[config.mk]
export PLATFORM = sky130hd
export DESIGN_NAME = mpm_top
export DESIGN_NICKNAME = d
export VERILOG_FILES = /design/src/hdl/mpm_pkg.sv /design/src/hdl/mpm_tick.sv /design/src/hdl/mpm_calc.sv /design/src/hdl/mpm_top.sv
export VERILOG_INCLUDE_DIRS = /design/src /design/src/hdl
export SDC_FILE = /design/constraint.sdc
export NUM_CORES = 2
export LEC_CHECK = 0
export BUFFER_PORTS_ARGS = -buffer_cell sky130_fd_sc_hd__clkbuf_2
export CAP_MARGIN = 20
export CELL_PAD_IN_SITES_DETAIL_PLACEMENT = 0
export CELL_PAD_IN_SITES_GLOBAL_PLACEMENT = 1
export CORE_MARGIN = 4
export CORE_UTILIZATION = 35
export CTS_CLUSTER_DIAMETER = 40
export DETAILED_ROUTE_END_ITERATION = 10
export PLACE_DENSITY_LB_ADDON = 0.25
export SYNTH_ARGS = -nofsm -noshare
export SYNTH_HDL_FRONTEND = slang
export SYNTH_HIERARCHICAL = 1
export SYNTH_SLANG_ARGS = --single-unit
[constraint.sdc]
create_clock -name clk -period 359.4 [get_ports clk]
set_input_delay 53.91 -clock clk [delete_from_list [all_inputs] [get_ports clk]]
set_output_delay 53.91 -clock clk [all_outputs]
set_load 0.05 [all_outputs]
[src/hdl/mpm_consts.svh]
// Constants for the maintenance pulse monitor: offsets, fields, reset values, timing.
// Assumes a 125 MHz clock; all segment times are in 0.1 s ticks.
`ifndef MPM_CONSTS_SVH
`define MPM_CONSTS_SVH
// Register offsets (word index on the plain register port)
`define MPM_OFS_HOUR_COUNT 4'h0
`define MPM_OFS_HOUR_LIMIT 4'h1
`define MPM_OFS_AVG_WINDOW 4'h2
`define MPM_OFS_MASK_TIME 4'h3
`define MPM_OFS_FULL_SCALE 4'h4
`define MPM_OFS_LIFE_STATUS 4'h5
`define MPM_OFS_RUN_PIN_FN 4'h6
`define MPM_OFS_RELAY_PIN_FN 4'h7
// Reset values
`define MPM_RST_HOUR_COUNT 16'h0000
`define MPM_RST_HOUR_LIMIT 16'h270f
`define MPM_RST_AVG_WINDOW 16'h000a
`define MPM_RST_MASK_TIME 16'h0000
`define MPM_RST_FULL_SCALE 16'h0064
`define MPM_RST_PIN_FN 16'h0000
// Life status field positions
`define MPM_LIFE_FAN_BIT 2
// Hour count limits
`define MPM_HOUR_MAX 16'h270e
`define MPM_LIMIT_OFF 16'h270f
`define MPM_HOURS_PER_UNIT 7'h64
// Fan thresholds in percent
`define MPM_FAN_SINGLE_PCT 8'h28
`define MPM_FAN_MULTI_PCT 8'h32
// Pin function codes
`define MPM_FN_LIFE_HI 16'h005a
`define MPM_FN_LIFE_LO 16'h00be
`define MPM_FN_PULSE_HI 16'h005d
`define MPM_FN_PULSE_LO 16'h00c1
`define MPM_FN_ALARM_HI 16'h005f
`define MPM_FN_ALARM_LO 16'h00c3
// Timing, the figures as printed
`define MPM_CLK_NS 8
`define MPM_TICK_NS 100000000
`define MPM_HOUR_S 3600
`define MPM_TICKS_PER_S 10
// Frame segments in 0.1 s ticks
`define MPM_T_FRAME 8'hc8
`define MPM_T_START 8'h0a
`define MPM_T_INVALID 8'h23
`define MPM_T_CUR_MIN 8'h05
`define MPM_T_CUR_MAX 8'h5a
`define MPM_T_HR_MIN 8'h14
`define MPM_T_HR_MAX 8'h5a
`define MPM_T_PER_100PCT 8'h32
`endif

[src/hdl/mpm_pkg.sv]
// Types shared by the maintenance pulse monitor files.
// Constants live in mpm_consts.svh.
package mpm_pkg;
  // Monitor frame sequencer states
  typedef enum logic [3:0] {
    MPM_IDLE, MPM_MASK, MPM_START, MPM_LOWCUR, MPM_HIGHHR, MPM_TAIL, MPM_INVALID, MPM_ENDLOW, MPM_NODATA
  } mpm_state_t;
endpackage

[src/hdl/mpm_tick.sv]
// Tick divider: one-cycle pulse every tick_cycles clocks.
// Assumes a free-running clock; count length is a parameter so simulation can shorten it.
`timescale 1ns/10ps
`include "mpm_consts.svh"
module mpm_tick #(
  parameter int unsigned TICK_CYCLES = `MPM_TICK_NS / `MPM_CLK_NS
) (
  // Clock and reset
  input wire logic clk,
  input wire logic rst,
  // Tick out
  output logic tick
);
  import mpm_pkg::*;
  logic [31:0] cnt; // Cycles since last tick
  logic [31:0] next_cnt;
  logic next_tick;

  // Wrap counter and flag the wrap
  always_comb begin
    next_tick = (cnt == 32'(TICK_CYCLES - 1));
    next_cnt = next_tick ? 32'h0 : cnt + 32'h1;
  end

  // Register counter and tick
  always_ff @(posedge clk) begin
    if (rst) begin
      cnt <= 32'h0;
      tick <= 1'b0;
    end else begin
      cnt <= next_cnt;
      tick <= next_tick;
    end
  end
endmodule

[src/hdl/mpm_calc.sv]
// Segment length calculator: averages current samples and derives the clamped
// low-pulse and high-pulse lengths in 0.1 s ticks. Result registered on load.
// Assumes the sequencer holds the inputs steady in the load cycle.
`timescale 1ns/10ps
`include "mpm_consts.svh"
module mpm_calc (
  // Clock and reset
  input wire logic clk,
  input wire logic rst,
  // Inputs
  input wire logic load,
  input wire logic [19:0] cur_sum,
  input wire logic [3:0] cur_samples,
  input wire logic [15:0] full_scale,
  input wire logic [15:0] hour_count,
  // Results
  output logic [7:0] cur_ticks,
  output logic [7:0] hr_ticks
);
  import mpm_pkg::*;
  logic [19:0] avg; // Averaged current
  logic [27:0] scaled; // Average times 5 s in ticks
  logic [27:0] quot;
  logic [7:0] next_cur_ticks;
  logic [7:0] next_hr_ticks;

  // Average, scale and clamp; a zero reference reads as full overload
  always_comb begin
    avg = (cur_samples == 4'h0) ? 20'h0 : cur_sum / 20'(cur_samples);
    scaled = 28'(avg) * 28'(`MPM_T_PER_100PCT);
    quot = (full_scale == 16'h0) ? 28'h0 : scaled / 28'(full_scale);
    if (full_scale == 16'h0 || 28'(avg) * 28'd100 > 28'(full_scale) * 28'd180) begin
      next_cur_ticks = `MPM_T_CUR_MAX;
    end else if (28'(avg) * 28'd10 < 28'(full_scale)) begin
      next_cur_ticks = `MPM_T_CUR_MIN;
    end else begin
      next_cur_ticks = 8'(quot);
    end
    // Count*100/40000h*5 s equals count/8 ticks
    if (32'(hour_count) * 32'd100 < 32'd16000) begin
      next_hr_ticks = `MPM_T_HR_MIN;
    end else if (32'(hour_count) * 32'd100 > 32'd72000) begin
      next_hr_ticks = `MPM_T_HR_MAX;
    end else begin
      next_hr_ticks = 8'(hour_count >> 3);
    end
  end

  // Capture on load only
  always_ff @(posedge clk) begin
    if (rst) begin
      cur_ticks <= `MPM_T_CUR_MIN;
      hr_ticks <= `MPM_T_HR_MIN;
    end else if (load) begin
      cur_ticks <= next_cur_ticks;
      hr_ticks <= next_hr_ticks;
    end
  end
endmodule

[src/hdl/mpm_top.sv]
// Maintenance pulse monitor: fan alarm, energizing-hour counter with alarm,
// and the 20 s pulse-coded current/hour monitor output with pin routing.
// Assumes drive state inputs are synchronous to clk and mutually consistent.
// Summary of operation
// - Fan at or below 40% raises alarms
// - Multi-fan units fault at 50% any fan
// - Count whole hours only, persist each hour
// - Count in 100h units, zero write clears
// - Count saturates at 9998
// - Count reaching limit alarms; 9999 disables
// - Alarm on pin with code 95/195
// - Constant speed repeats 20 s frames
// - 1 s start bit, windowed current average
// - Mask current after entering constant speed
// - Low time is avg/reference times 5 s
// - Low time clamped 0.5 to 9 s
// - High time is hours scaled to 5 s
// - High time clamped 2 to 9 s
// - No masking or sampling while accelerating
// - Accel in start bit marks frame invalid
// - Finished start bit completes whole frame
// - Zero current at frame end suppresses frames
// - Three cases give 20 s low, no data
// - Pulse only on run pin, code 93/193
// - Monitor settings writable at any time
// - Life alarm combines all life bits
//
// Added by the designer: the plain strobed port and the register offsets.
`timescale 1ns/10ps
`include "mpm_consts.svh"
module mpm_top #(
  parameter int unsigned TICK_CYCLES = `MPM_TICK_NS / `MPM_CLK_NS,
  parameter int unsigned HOUR_TICKS = `MPM_HOUR_S * `MPM_TICKS_PER_S
) (
  // Clock and reset
  input wire logic clk,
  input wire logic rst,
  // Register port
  input wire logic [3:0] reg_addr,
  input wire logic [15:0] reg_wdata,
  input wire logic reg_wr,
  input wire logic reg_rd,
  output logic [15:0] reg_rdata,
  // Fan and other life sources
  input wire logic [7:0] fan_speed_0,
  input wire logic [7:0] fan_speed_1,
  input wire logic fan_dual,
  input wire logic [3:0] life_other,
  // Drive state
  input wire logic const_speed,
  input wire logic accel_decel,
  input wire logic auto_restart,
  input wire logic restart_coast_setting,
  input wire logic [15:0] out_current,
  // Indications and persistence
  output logic fan_fault_indication,
  output logic service_due_indication,
  output logic life_alarm_out,
  output logic hour_limit_alarm_out,
  output logic current_avg_pulse_out,
  output logic hour_persist,
  // Output terminals
  output logic run_pin_out,
  output logic relay_pin_out
);
  import mpm_pkg::*;

  // Register storage
  logic [15:0] energize_hour_count; // 100 h units
  logic [15:0] energize_hour_limit;
  logic [15:0] current_avg_window; // 0.1 s units
  logic [15:0] settle_mask_time; // 0.1 s units
  logic [15:0] current_full_scale; // Amps, 100% reference
  logic [15:0] run_pin_function;
  logic [15:0] relay_pin_function;
  logic [15:0] life_alarm_status;
  logic [15:0] next_energize_hour_count;
  logic [15:0] next_energize_hour_limit;
  logic [15:0] next_current_avg_window;
  logic [15:0] next_settle_mask_time;
  logic [15:0] next_current_full_scale;
  logic [15:0] next_run_pin_function;
  logic [15:0] next_relay_pin_function;
  logic [15:0] next_reg_rdata;

  // Hour accumulation
  logic [31:0] hr_ticks_cnt; // Ticks within the current hour
  logic [6:0] sub_hours; // Whole hours within current 100 h
  logic [31:0] next_hr_ticks_cnt;
  logic [6:0] next_sub_hours;
  logic next_hour_persist;
  logic hour_done;
  logic count_clear;

  // Sequencer
  mpm_state_t state, next_state;
  logic [7:0] ftick, next_ftick; // Ticks into frame or segment
  logic [7:0] seg_end, next_seg_end; // Tick at which segment ends
  logic [19:0] cur_sum, next_cur_sum;
  logic [3:0] cur_samples, next_cur_samples;
  logic const_prev;
  logic pulse, next_pulse;
  logic calc_load;
  logic restart_busy;
  logic frame_done;
  logic tick;
  logic [7:0] cur_ticks;
  logic [7:0] hr_ticks;
  logic fan_fault;
  logic hour_alarm;

  // 0.1 s time base for every segment and the hour counter
  mpm_tick #(.TICK_CYCLES(TICK_CYCLES)) u_tick (
    .clk(clk),
    .rst(rst),
    .tick(tick)
  );

  // Segment length calculator
  mpm_calc u_calc (
    .clk(clk),
    .rst(rst),
    .load(calc_load),
    .cur_sum(cur_sum),
    .cur_samples(cur_samples),
    .full_scale(current_full_scale),
    .hour_count(energize_hour_count),
    .cur_ticks(cur_ticks),
    .hr_ticks(hr_ticks)
  );

  // Fan and life status, combinational from the sensors
  always_comb begin
    fan_fault = (fan_speed_0 <= `MPM_FAN_SINGLE_PCT);
    if (fan_dual) begin
      fan_fault = (fan_speed_0 <= `MPM_FAN_MULTI_PCT) || (fan_speed_1 <= `MPM_FAN_MULTI_PCT);
    end
    life_alarm_status = {12'h0, life_other};
    life_alarm_status[`MPM_LIFE_FAN_BIT] = fan_fault;
    hour_alarm = (energize_hour_limit != `MPM_LIMIT_OFF) && (energize_hour_count >= energize_hour_limit);
  end

  // Hour accumulation: partial hours are never carried into the count
  always_comb begin
    hour_done = tick && (hr_ticks_cnt == 32'(HOUR_TICKS - 1));
    count_clear = reg_wr && (reg_addr == `MPM_OFS_HOUR_COUNT) && (reg_wdata == 16'h0);
    next_hr_ticks_cnt = hr_ticks_cnt;
    next_sub_hours = count_clear ? 7'h0 : sub_hours;
    next_energize_hour_count = count_clear ? 16'h0 : energize_hour_count;
    if (tick) begin
      next_hr_ticks_cnt = hour_done ? 32'h0 : hr_ticks_cnt + 32'h1;
    end
    // Increment after clear so a same-cycle hour is not lost
    if (hour_done) begin
      if (next_sub_hours == `MPM_HOURS_PER_UNIT - 7'h1) begin
        next_sub_hours = 7'h0;
        if (next_energize_hour_count < `MPM_HOUR_MAX) begin
          next_energize_hour_count = next_energize_hour_count + 16'h1;
        end
      end else begin
        next_sub_hours = next_sub_hours + 7'h1;
      end
    end
    next_hour_persist = hour_done;
  end

  // Register writes, accepted regardless of operating state
  always_comb begin
    next_energize_hour_limit = energize_hour_limit;
    next_current_avg_window = current_avg_window;
    next_settle_mask_time = settle_mask_time;
    next_current_full_scale = current_full_scale;
    next_run_pin_function = run_pin_function;
    next_relay_pin_function = relay_pin_function;
    if (reg_wr) begin
      case (reg_addr)
        `MPM_OFS_HOUR_LIMIT: next_energize_hour_limit = reg_wdata;
        `MPM_OFS_AVG_WINDOW: next_current_avg_window = reg_wdata;
        `MPM_OFS_MASK_TIME: next_settle_mask_time = reg_wdata;
        `MPM_OFS_FULL_SCALE: next_current_full_scale = reg_wdata;
        `MPM_OFS_RUN_PIN_FN: next_run_pin_function = reg_wdata;
        `MPM_OFS_RELAY_PIN_FN: next_relay_pin_function = reg_wdata;
        default: begin
          // Read-only or unmapped: ignored
        end
      endcase
    end
  end

  // Read mux, data valid the cycle after the strobe
  always_comb begin
    next_reg_rdata = 16'h0;
    if (reg_rd) begin
      case (reg_addr)
        `MPM_OFS_HOUR_COUNT: next_reg_rdata = energize_hour_count;
        `MPM_OFS_HOUR_LIMIT: next_reg_rdata = energize_hour_limit;
        `MPM_OFS_AVG_WINDOW: next_reg_rdata = current_avg_window;
        `MPM_OFS_MASK_TIME: next_reg_rdata = settle_mask_time;
        `MPM_OFS_FULL_SCALE: next_reg_rdata = current_full_scale;
        `MPM_OFS_LIFE_STATUS: next_reg_rdata = life_alarm_status;
        `MPM_OFS_RUN_PIN_FN: next_reg_rdata = run_pin_function;
        `MPM_OFS_RELAY_PIN_FN: next_reg_rdata = relay_pin_function;
        default: next_reg_rdata = 16'h0; // Unmapped reads zero
      endcase
    end
  end

  // Frame sequencer next state
  always_comb begin
    restart_busy = auto_restart && restart_coast_setting;
    frame_done = tick && (ftick == `MPM_T_FRAME - 8'h1);
    next_state = state;
    next_ftick = tick ? ftick + 8'h1 : ftick;
    next_seg_end = seg_end;
    next_cur_sum = cur_sum;
    next_cur_samples = cur_samples;
    next_pulse = 1'b0;
    calc_load = 1'b0;
    case (state)
      MPM_IDLE: begin
        // Wait for a fresh entry into constant speed
        next_ftick = 8'h0;
        if (const_speed && !const_prev && !accel_decel) begin
          next_state = MPM_MASK;
        end
      end
      MPM_MASK: begin
        // Mask timer only runs at constant speed
        if (accel_decel || !const_speed) begin
          next_state = MPM_IDLE;
        end else if (tick && (ftick >= 8'(settle_mask_time))) begin // Tick-aligned so start bit is ten whole ticks
          next_ftick = 8'h0;
          next_cur_sum = 20'h0;
          next_cur_samples = 4'h0;
          next_state = restart_busy ? MPM_NODATA : MPM_START;
          next_pulse = !restart_busy;
        end
      end
      MPM_START: begin
        next_pulse = 1'b1;
        if (accel_decel) begin
          next_state = MPM_INVALID;
        end else begin
          // Sample once a tick inside the averaging window
          if (tick && (16'(cur_samples) < current_avg_window) && const_speed) begin
            next_cur_sum = cur_sum + 20'(out_current);
            next_cur_samples = cur_samples + 4'h1;
          end
          if (tick && ftick == `MPM_T_START - 8'h1) begin
            calc_load = 1'b1;
            next_state = MPM_LOWCUR;
            next_pulse = 1'b0;
          end
        end
      end
      MPM_LOWCUR: begin
        // Frame no longer watches accel once here
        next_seg_end = `MPM_T_START + cur_ticks;
        if (tick && ftick == next_seg_end - 8'h1) begin
          next_state = MPM_HIGHHR;
          next_pulse = 1'b1;
        end
      end
      MPM_HIGHHR: begin
        next_pulse = 1'b1;
        if (tick && ftick == seg_end + hr_ticks - 8'h1) begin
          next_state = MPM_TAIL;
          next_pulse = 1'b0;
        end
      end
      MPM_INVALID: begin
        // Start bit stretched, then end signal
        next_pulse = 1'b1;
        if (tick && ftick == `MPM_T_INVALID - 8'h1) begin
          next_state = MPM_ENDLOW;
          next_pulse = 1'b0;
        end
      end
      MPM_TAIL, MPM_ENDLOW, MPM_NODATA: begin
        // Low until the 20 s frame boundary, then choose the next frame
        if (frame_done) begin
          next_ftick = 8'h0;
          next_cur_sum = 20'h0;
          next_cur_samples = 4'h0;
          if (state == MPM_NODATA) begin
            next_state = (const_speed && !accel_decel && !restart_busy) ? MPM_START : MPM_IDLE;
          end else if (out_current == 16'h0) begin
            next_state = MPM_IDLE;
          end else if (accel_decel || restart_busy) begin
            next_state = MPM_NODATA;
          end else if (const_speed) begin
            next_state = MPM_START;
          end else begin
            next_state = MPM_IDLE;
          end
          next_pulse = (next_state == MPM_START);
        end
      end
      default: begin
        next_state = MPM_IDLE;
      end
    endcase
  end

  // Register everything
  always_ff @(posedge clk) begin
    if (rst) begin
      energize_hour_count <= `MPM_RST_HOUR_COUNT;
      energize_hour_limit <= `MPM_RST_HOUR_LIMIT;
      current_avg_window <= `MPM_RST_AVG_WINDOW;
      settle_mask_time <= `MPM_RST_MASK_TIME;
      current_full_scale <= `MPM_RST_FULL_SCALE;
      run_pin_function <= `MPM_RST_PIN_FN;
      relay_pin_function <= `MPM_RST_PIN_FN;
      reg_rdata <= 16'h0;
      hr_ticks_cnt <= 32'h0;
      sub_hours <= 7'h0;
      hour_persist <= 1'b0;
      state <= MPM_IDLE;
      ftick <= 8'h0;
      seg_end <= 8'h0;
      cur_sum <= 20'h0;
      cur_samples <= 4'h0;
      const_prev <= 1'b0;
      pulse <= 1'b0;
    end else begin
      energize_hour_count <= next_energize_hour_count;
      energize_hour_limit <= next_energize_hour_limit;
      current_avg_window <= next_current_avg_window;
      settle_mask_time <= next_settle_mask_time;
      current_full_scale <= next_current_full_scale;
      run_pin_function <= next_run_pin_function;
      relay_pin_function <= next_relay_pin_function;
      reg_rdata <= next_reg_rdata;
      hr_ticks_cnt <= next_hr_ticks_cnt;
      sub_hours <= next_sub_hours;
      hour_persist <= next_hour_persist;
      state <= next_state;
      ftick <= next_ftick;
      seg_end <= next_seg_end;
      cur_sum <= next_cur_sum;
      cur_samples <= next_cur_samples;
      const_prev <= const_speed;
      pulse <= next_pulse;
    end
  end

  // Indications and terminal routing; pulse code never reaches the relay
  always_comb begin
    fan_fault_indication = fan_fault;
    life_alarm_out = |life_alarm_status;
    hour_limit_alarm_out = hour_alarm;
    service_due_indication = hour_alarm;
    current_avg_pulse_out = pulse;
    case (run_pin_function)
      `MPM_FN_PULSE_HI: run_pin_out = pulse;
      `MPM_FN_PULSE_LO: run_pin_out = !pulse;
      `MPM_FN_ALARM_HI: run_pin_out = hour_alarm;
      `MPM_FN_ALARM_LO: run_pin_out = !hour_alarm;
      `MPM_FN_LIFE_HI: run_pin_out = life_alarm_out;
      `MPM_FN_LIFE_LO: run_pin_out = !life_alarm_out;
      default: run_pin_out = 1'b0;
    endcase
    case (relay_pin_function)
      `MPM_FN_ALARM_HI: relay_pin_out = hour_alarm;
      `MPM_FN_ALARM_LO: relay_pin_out = !hour_alarm;
      `MPM_FN_LIFE_HI: relay_pin_out = life_alarm_out;
      `MPM_FN_LIFE_LO: relay_pin_out = !life_alarm_out;
      default: relay_pin_out = 1'b0;
    endcase
  end
endmodule

==> summary.md <==
| Metric | Value |
|---|---|
| Mapped Avg Cell Area | approximately 7.4 um^2 |
| CTS tree | built |
| Fill cells | about 17000 |
| Core ar. | about 160000 um^2 |
| Busiest grt layer | met2 |
| Die area | 170000 um^2 |
| Max Freq | 6.85 MHz |
| Setup TNS | 0 ps |
| FF+latch count, synth | between 200 and 300 |
| Net count after synthesis | about 8500 |
| Post-CTS Hold Fix Bufs | 0 |
| Vias in the first global route | approximately 55000 |
| Post-synthesis mux area share | between 3 and 4% |
| RSZ-0062 raised after global routing | false |
| Synth cell types | 194 |
| Commonest non-fill, non-tap cells in the layout | a21oi_1 (759), ha_1 (702), nor2_1 (688), nand2_1 (681), inv_1 (471) |
| Hold crit path type | reg2reg |
| Crit path time final | 146000 ps |
| Vias | about 57000 |
| Critical path capture point type | flip-flop |
| Post-Synth Simple-Gate Area | a little over a quarter |
| Tot GR Track Use | roughly 22% |
| Syn Std Cell Area | 57100 um^2 |
| Area grow syn2layout | 6.37% |
| Outcome | finished, final reports clean |
| Max-cap violation count | 0 |
| Critical Path RT | 359820 ps |
| Area share of the largest cell type after synthesis | about 15% |
| Max incr delay on CP | 780 ps |
| Gates resized, CTS repair | 0 |
| Post-DR wirelength/cell | around 20 um |
| Average vias per placed instance | 5.76 |
| Clk_skew | 25.1 ps |
| Initial antenna violation count | 7 |
| GPL Wtd Cong | ~0.9 |
| Nets | between 8000 and 9000 |
| Grt met3 use | between 1 and 1.5% |
| Drt pass-1 iters | 5 |
| Slew headroom | about a quarter |
| Congestion Overflow GR | 0 |
| Cells after Synth | approximately 7700 |
| Worst-Skew Late Latency | 560 ps |
| Iter 0 DRT Violations | between 3000 and 4000 |
| Sequential area share after synthesis | under 10% |
| Synth Area in XOR/XNOR | 9.05% |
| Slew @ Worst Pin | around 1100 ps |
| Root buf cell | clkbuf_16 |
| Worst Setup Slack post-DPL | between 200000 and 250000 ps |
| Max clock buf depth | 3 |
| Synth area leaders | ha_1 (15%), dfxtp_1 (9.2%), a21oi_1 (6.7%) |
| Final hold vios | 0 |
| PortBufs | a little under 90 |
| IO Pins | 89 |
| Crit path max fanout | 36 |
| Critical path arrival | roughly 150000 ps |
| Commonest non-fill, non-tap cell in the layout | a21oi_1 |
| H-tree lvl count | 2 |
| DIE WIDTH | between 400 and 500 um |
| Yosys top cell by area | ha_1 |
| Async set-or-reset flop fraction in the synthesized netlist | 0% |
| Largest net degree at the start of global routing | 62 |
| Met2 GRT Util | roughly two fifths |
| Residual DRC | 0 |
| Initial core utilization | 35.4% |
| Post-synth EDFFs | 0 |
| Share of cells above drive strength 1 | approximately an eighth |
| Rows | 147 |
| Num CTS Buffers | 37 |
| Post-CTS setup buffers | 0 |
| Crit Path Class | reg2reg |
| Fraction of the cycle the final worst path needs | between 40 and 50% |
| Global-route wire length before repair | 309000 um |
| # clock sinks | between 200 and 300 |
| CP Launch Type | flip-flop |
| Setup-failing EPs final | 0 |
| Adder-Cell Fraction of Synth Area | between 10% and 20% |
| Clk slew on worst S/H paths | around 70 ps |
| Worst setup margin | between 200000 and 250000 ps |
| Ys Warns | 6 |
| Largest family of logic cells by synthesized area | compound AO/OA/AOI/OAI gates |
| Slew Viols, Final | 0 |
| Post-DRT Antenna Nets | 0 |
| Routed wire length | roughly 200000 um |
| Die extent in y | 412 um |
| Post-synthesis compound-gate area fraction | roughly 28% |
| Most used cell, CP | a21oi_1 |
| Critical path's slowest cell | clkinv_1 |
| Detailed Place HPWL | 155000 um |
| Most common flop cell mapped by yosys | dfxtp_1 |
| Met1 capacity usage during global routing | 29.7% |
## flip-flops by register name, summed over array words and instances, names as in the netlist, 4 cells and up
name	cells
cur_samples	4
current_full_scale	16
state	4
reg_rdata	16
energize_hour_count	16
energize_hour_limit	16
relay_pin_function	16
u_calc/hr_ticks	8
u_calc/cur_ticks	8
current_avg_window	16
hr_ticks_cnt	32
u_tick/cnt	32
settle_mask_time	16
ftick	8
cur_sum	20
run_pin_function	16
seg_end	8
sub_hours	7
## kinds of logic after synthesis
family          Yosys count
compound gates         2320
xor+xnor                578
fa+ha+maj               759
buf+inv                 727
flops                   263
mux                     167
other cells               1
simple gates           2891
## worst paths after layout
kind,from,end,slack [ps],cells after the start
min,settle_mask_time[10]$_SDFFE_PP0P_,settle_mask_time[10]$_SDFFE_PP0P_,460,2
max reg2reg,cur_samples[0]$_SDFFE_PP0P_,u_calc/cur_ticks[0]$_SDFFE_PP1P_,213400,641
max,cur_samples[0]$_SDFFE_PP0P_,u_calc/cur_ticks[0]$_SDFFE_PP1P_,213400,641
min reg2reg,settle_mask_time[10]$_SDFFE_PP0P_,settle_mask_time[10]$_SDFFE_PP0P_,460,2
## cell usage after synthesis (57+ instances only)
cell type and n:
xor2_1 192, nor3_1 212, nor4_1 93, o21ai_0 296
nor2_1 688, ha_1 702, o21a_1 116, nand2_1 681
a21oi_1 760, mux2_2 75, or2_2 59, o31ai_1 66
and3_1 59, a21o_1 208, nand3_1 204, o21bai_1 106
xnor2_1 373, inv_1 479, mux2i_1 57, a31oi_1 87
nand4_1 169, or3_1 70, nand2b_1 109, nor2b_1 79
dfxtp_1 263, clkbuf_1 134
## through the flow
| stage | util [%] | std cells | instance area, um^2 | hold WS, ps |
|---|---|---|---|---|
| 3_3_place_gp | 36.8 | 9798 | 59400 | 441 |
| 6_report | 37.7 | 9872 | 60700 | 460 |
| 5_1_grt | 37.7 | 9871 | 60700 | 484 |
| 3_5_place_dp | 36.8 | 9798 | 59400 | 450 |
| 4_1_cts | 37.6 | 9866 | 60700 | 459 |
| 2_1_floorplan | - | 7706 | 57100 | 432 |
## layout make-up
cell class / count / area (um^2) / share of cell area (%)
Antenna cell: 1 / 2.50 / 0.00412
Clock buffer: 51 / 1090 / 1.79
Clock inverter: 17 / 161 / 0.266
Inverter: 484 / 1820 / 3.00
Multi-Input combinational cell: 6716 / 48500 / 79.9
Sequential cell: 263 / 5270 / 8.67
Tap cell: 2160 / 2700 / 4.45
Timing Repair Buffer: 180 / 1160 / 1.92
## worst max-delay path: cells and delay by family, from the launching register on
| kind | cells | cell delay (ps) |
|---|---|---|
| adder cells (fa/ha/maj) | 51 | 16110 |
| multiplexers | 15 | 4810 |
| AO/OA/AOI/OAI | 316 | 65600 |
| XOR/XNOR | 7 | 1500 |
| AND/OR/NAND/NOR | 224 | 51290 |
| flip-flops | 1 | 590 |
| buffers and inverters | 28 | 5520 |
## layer usage
layer  routed length [um]  up-vias
li1                     -    28400
met4                 4780        4
met5                   32        -
met3                 7640      233
met1                91600    27000
met2                93100     1238
Power is left out: the tool's default activity adds up to more than one toggle a clock period on the data nets, which glitch-free logic cannot reach.
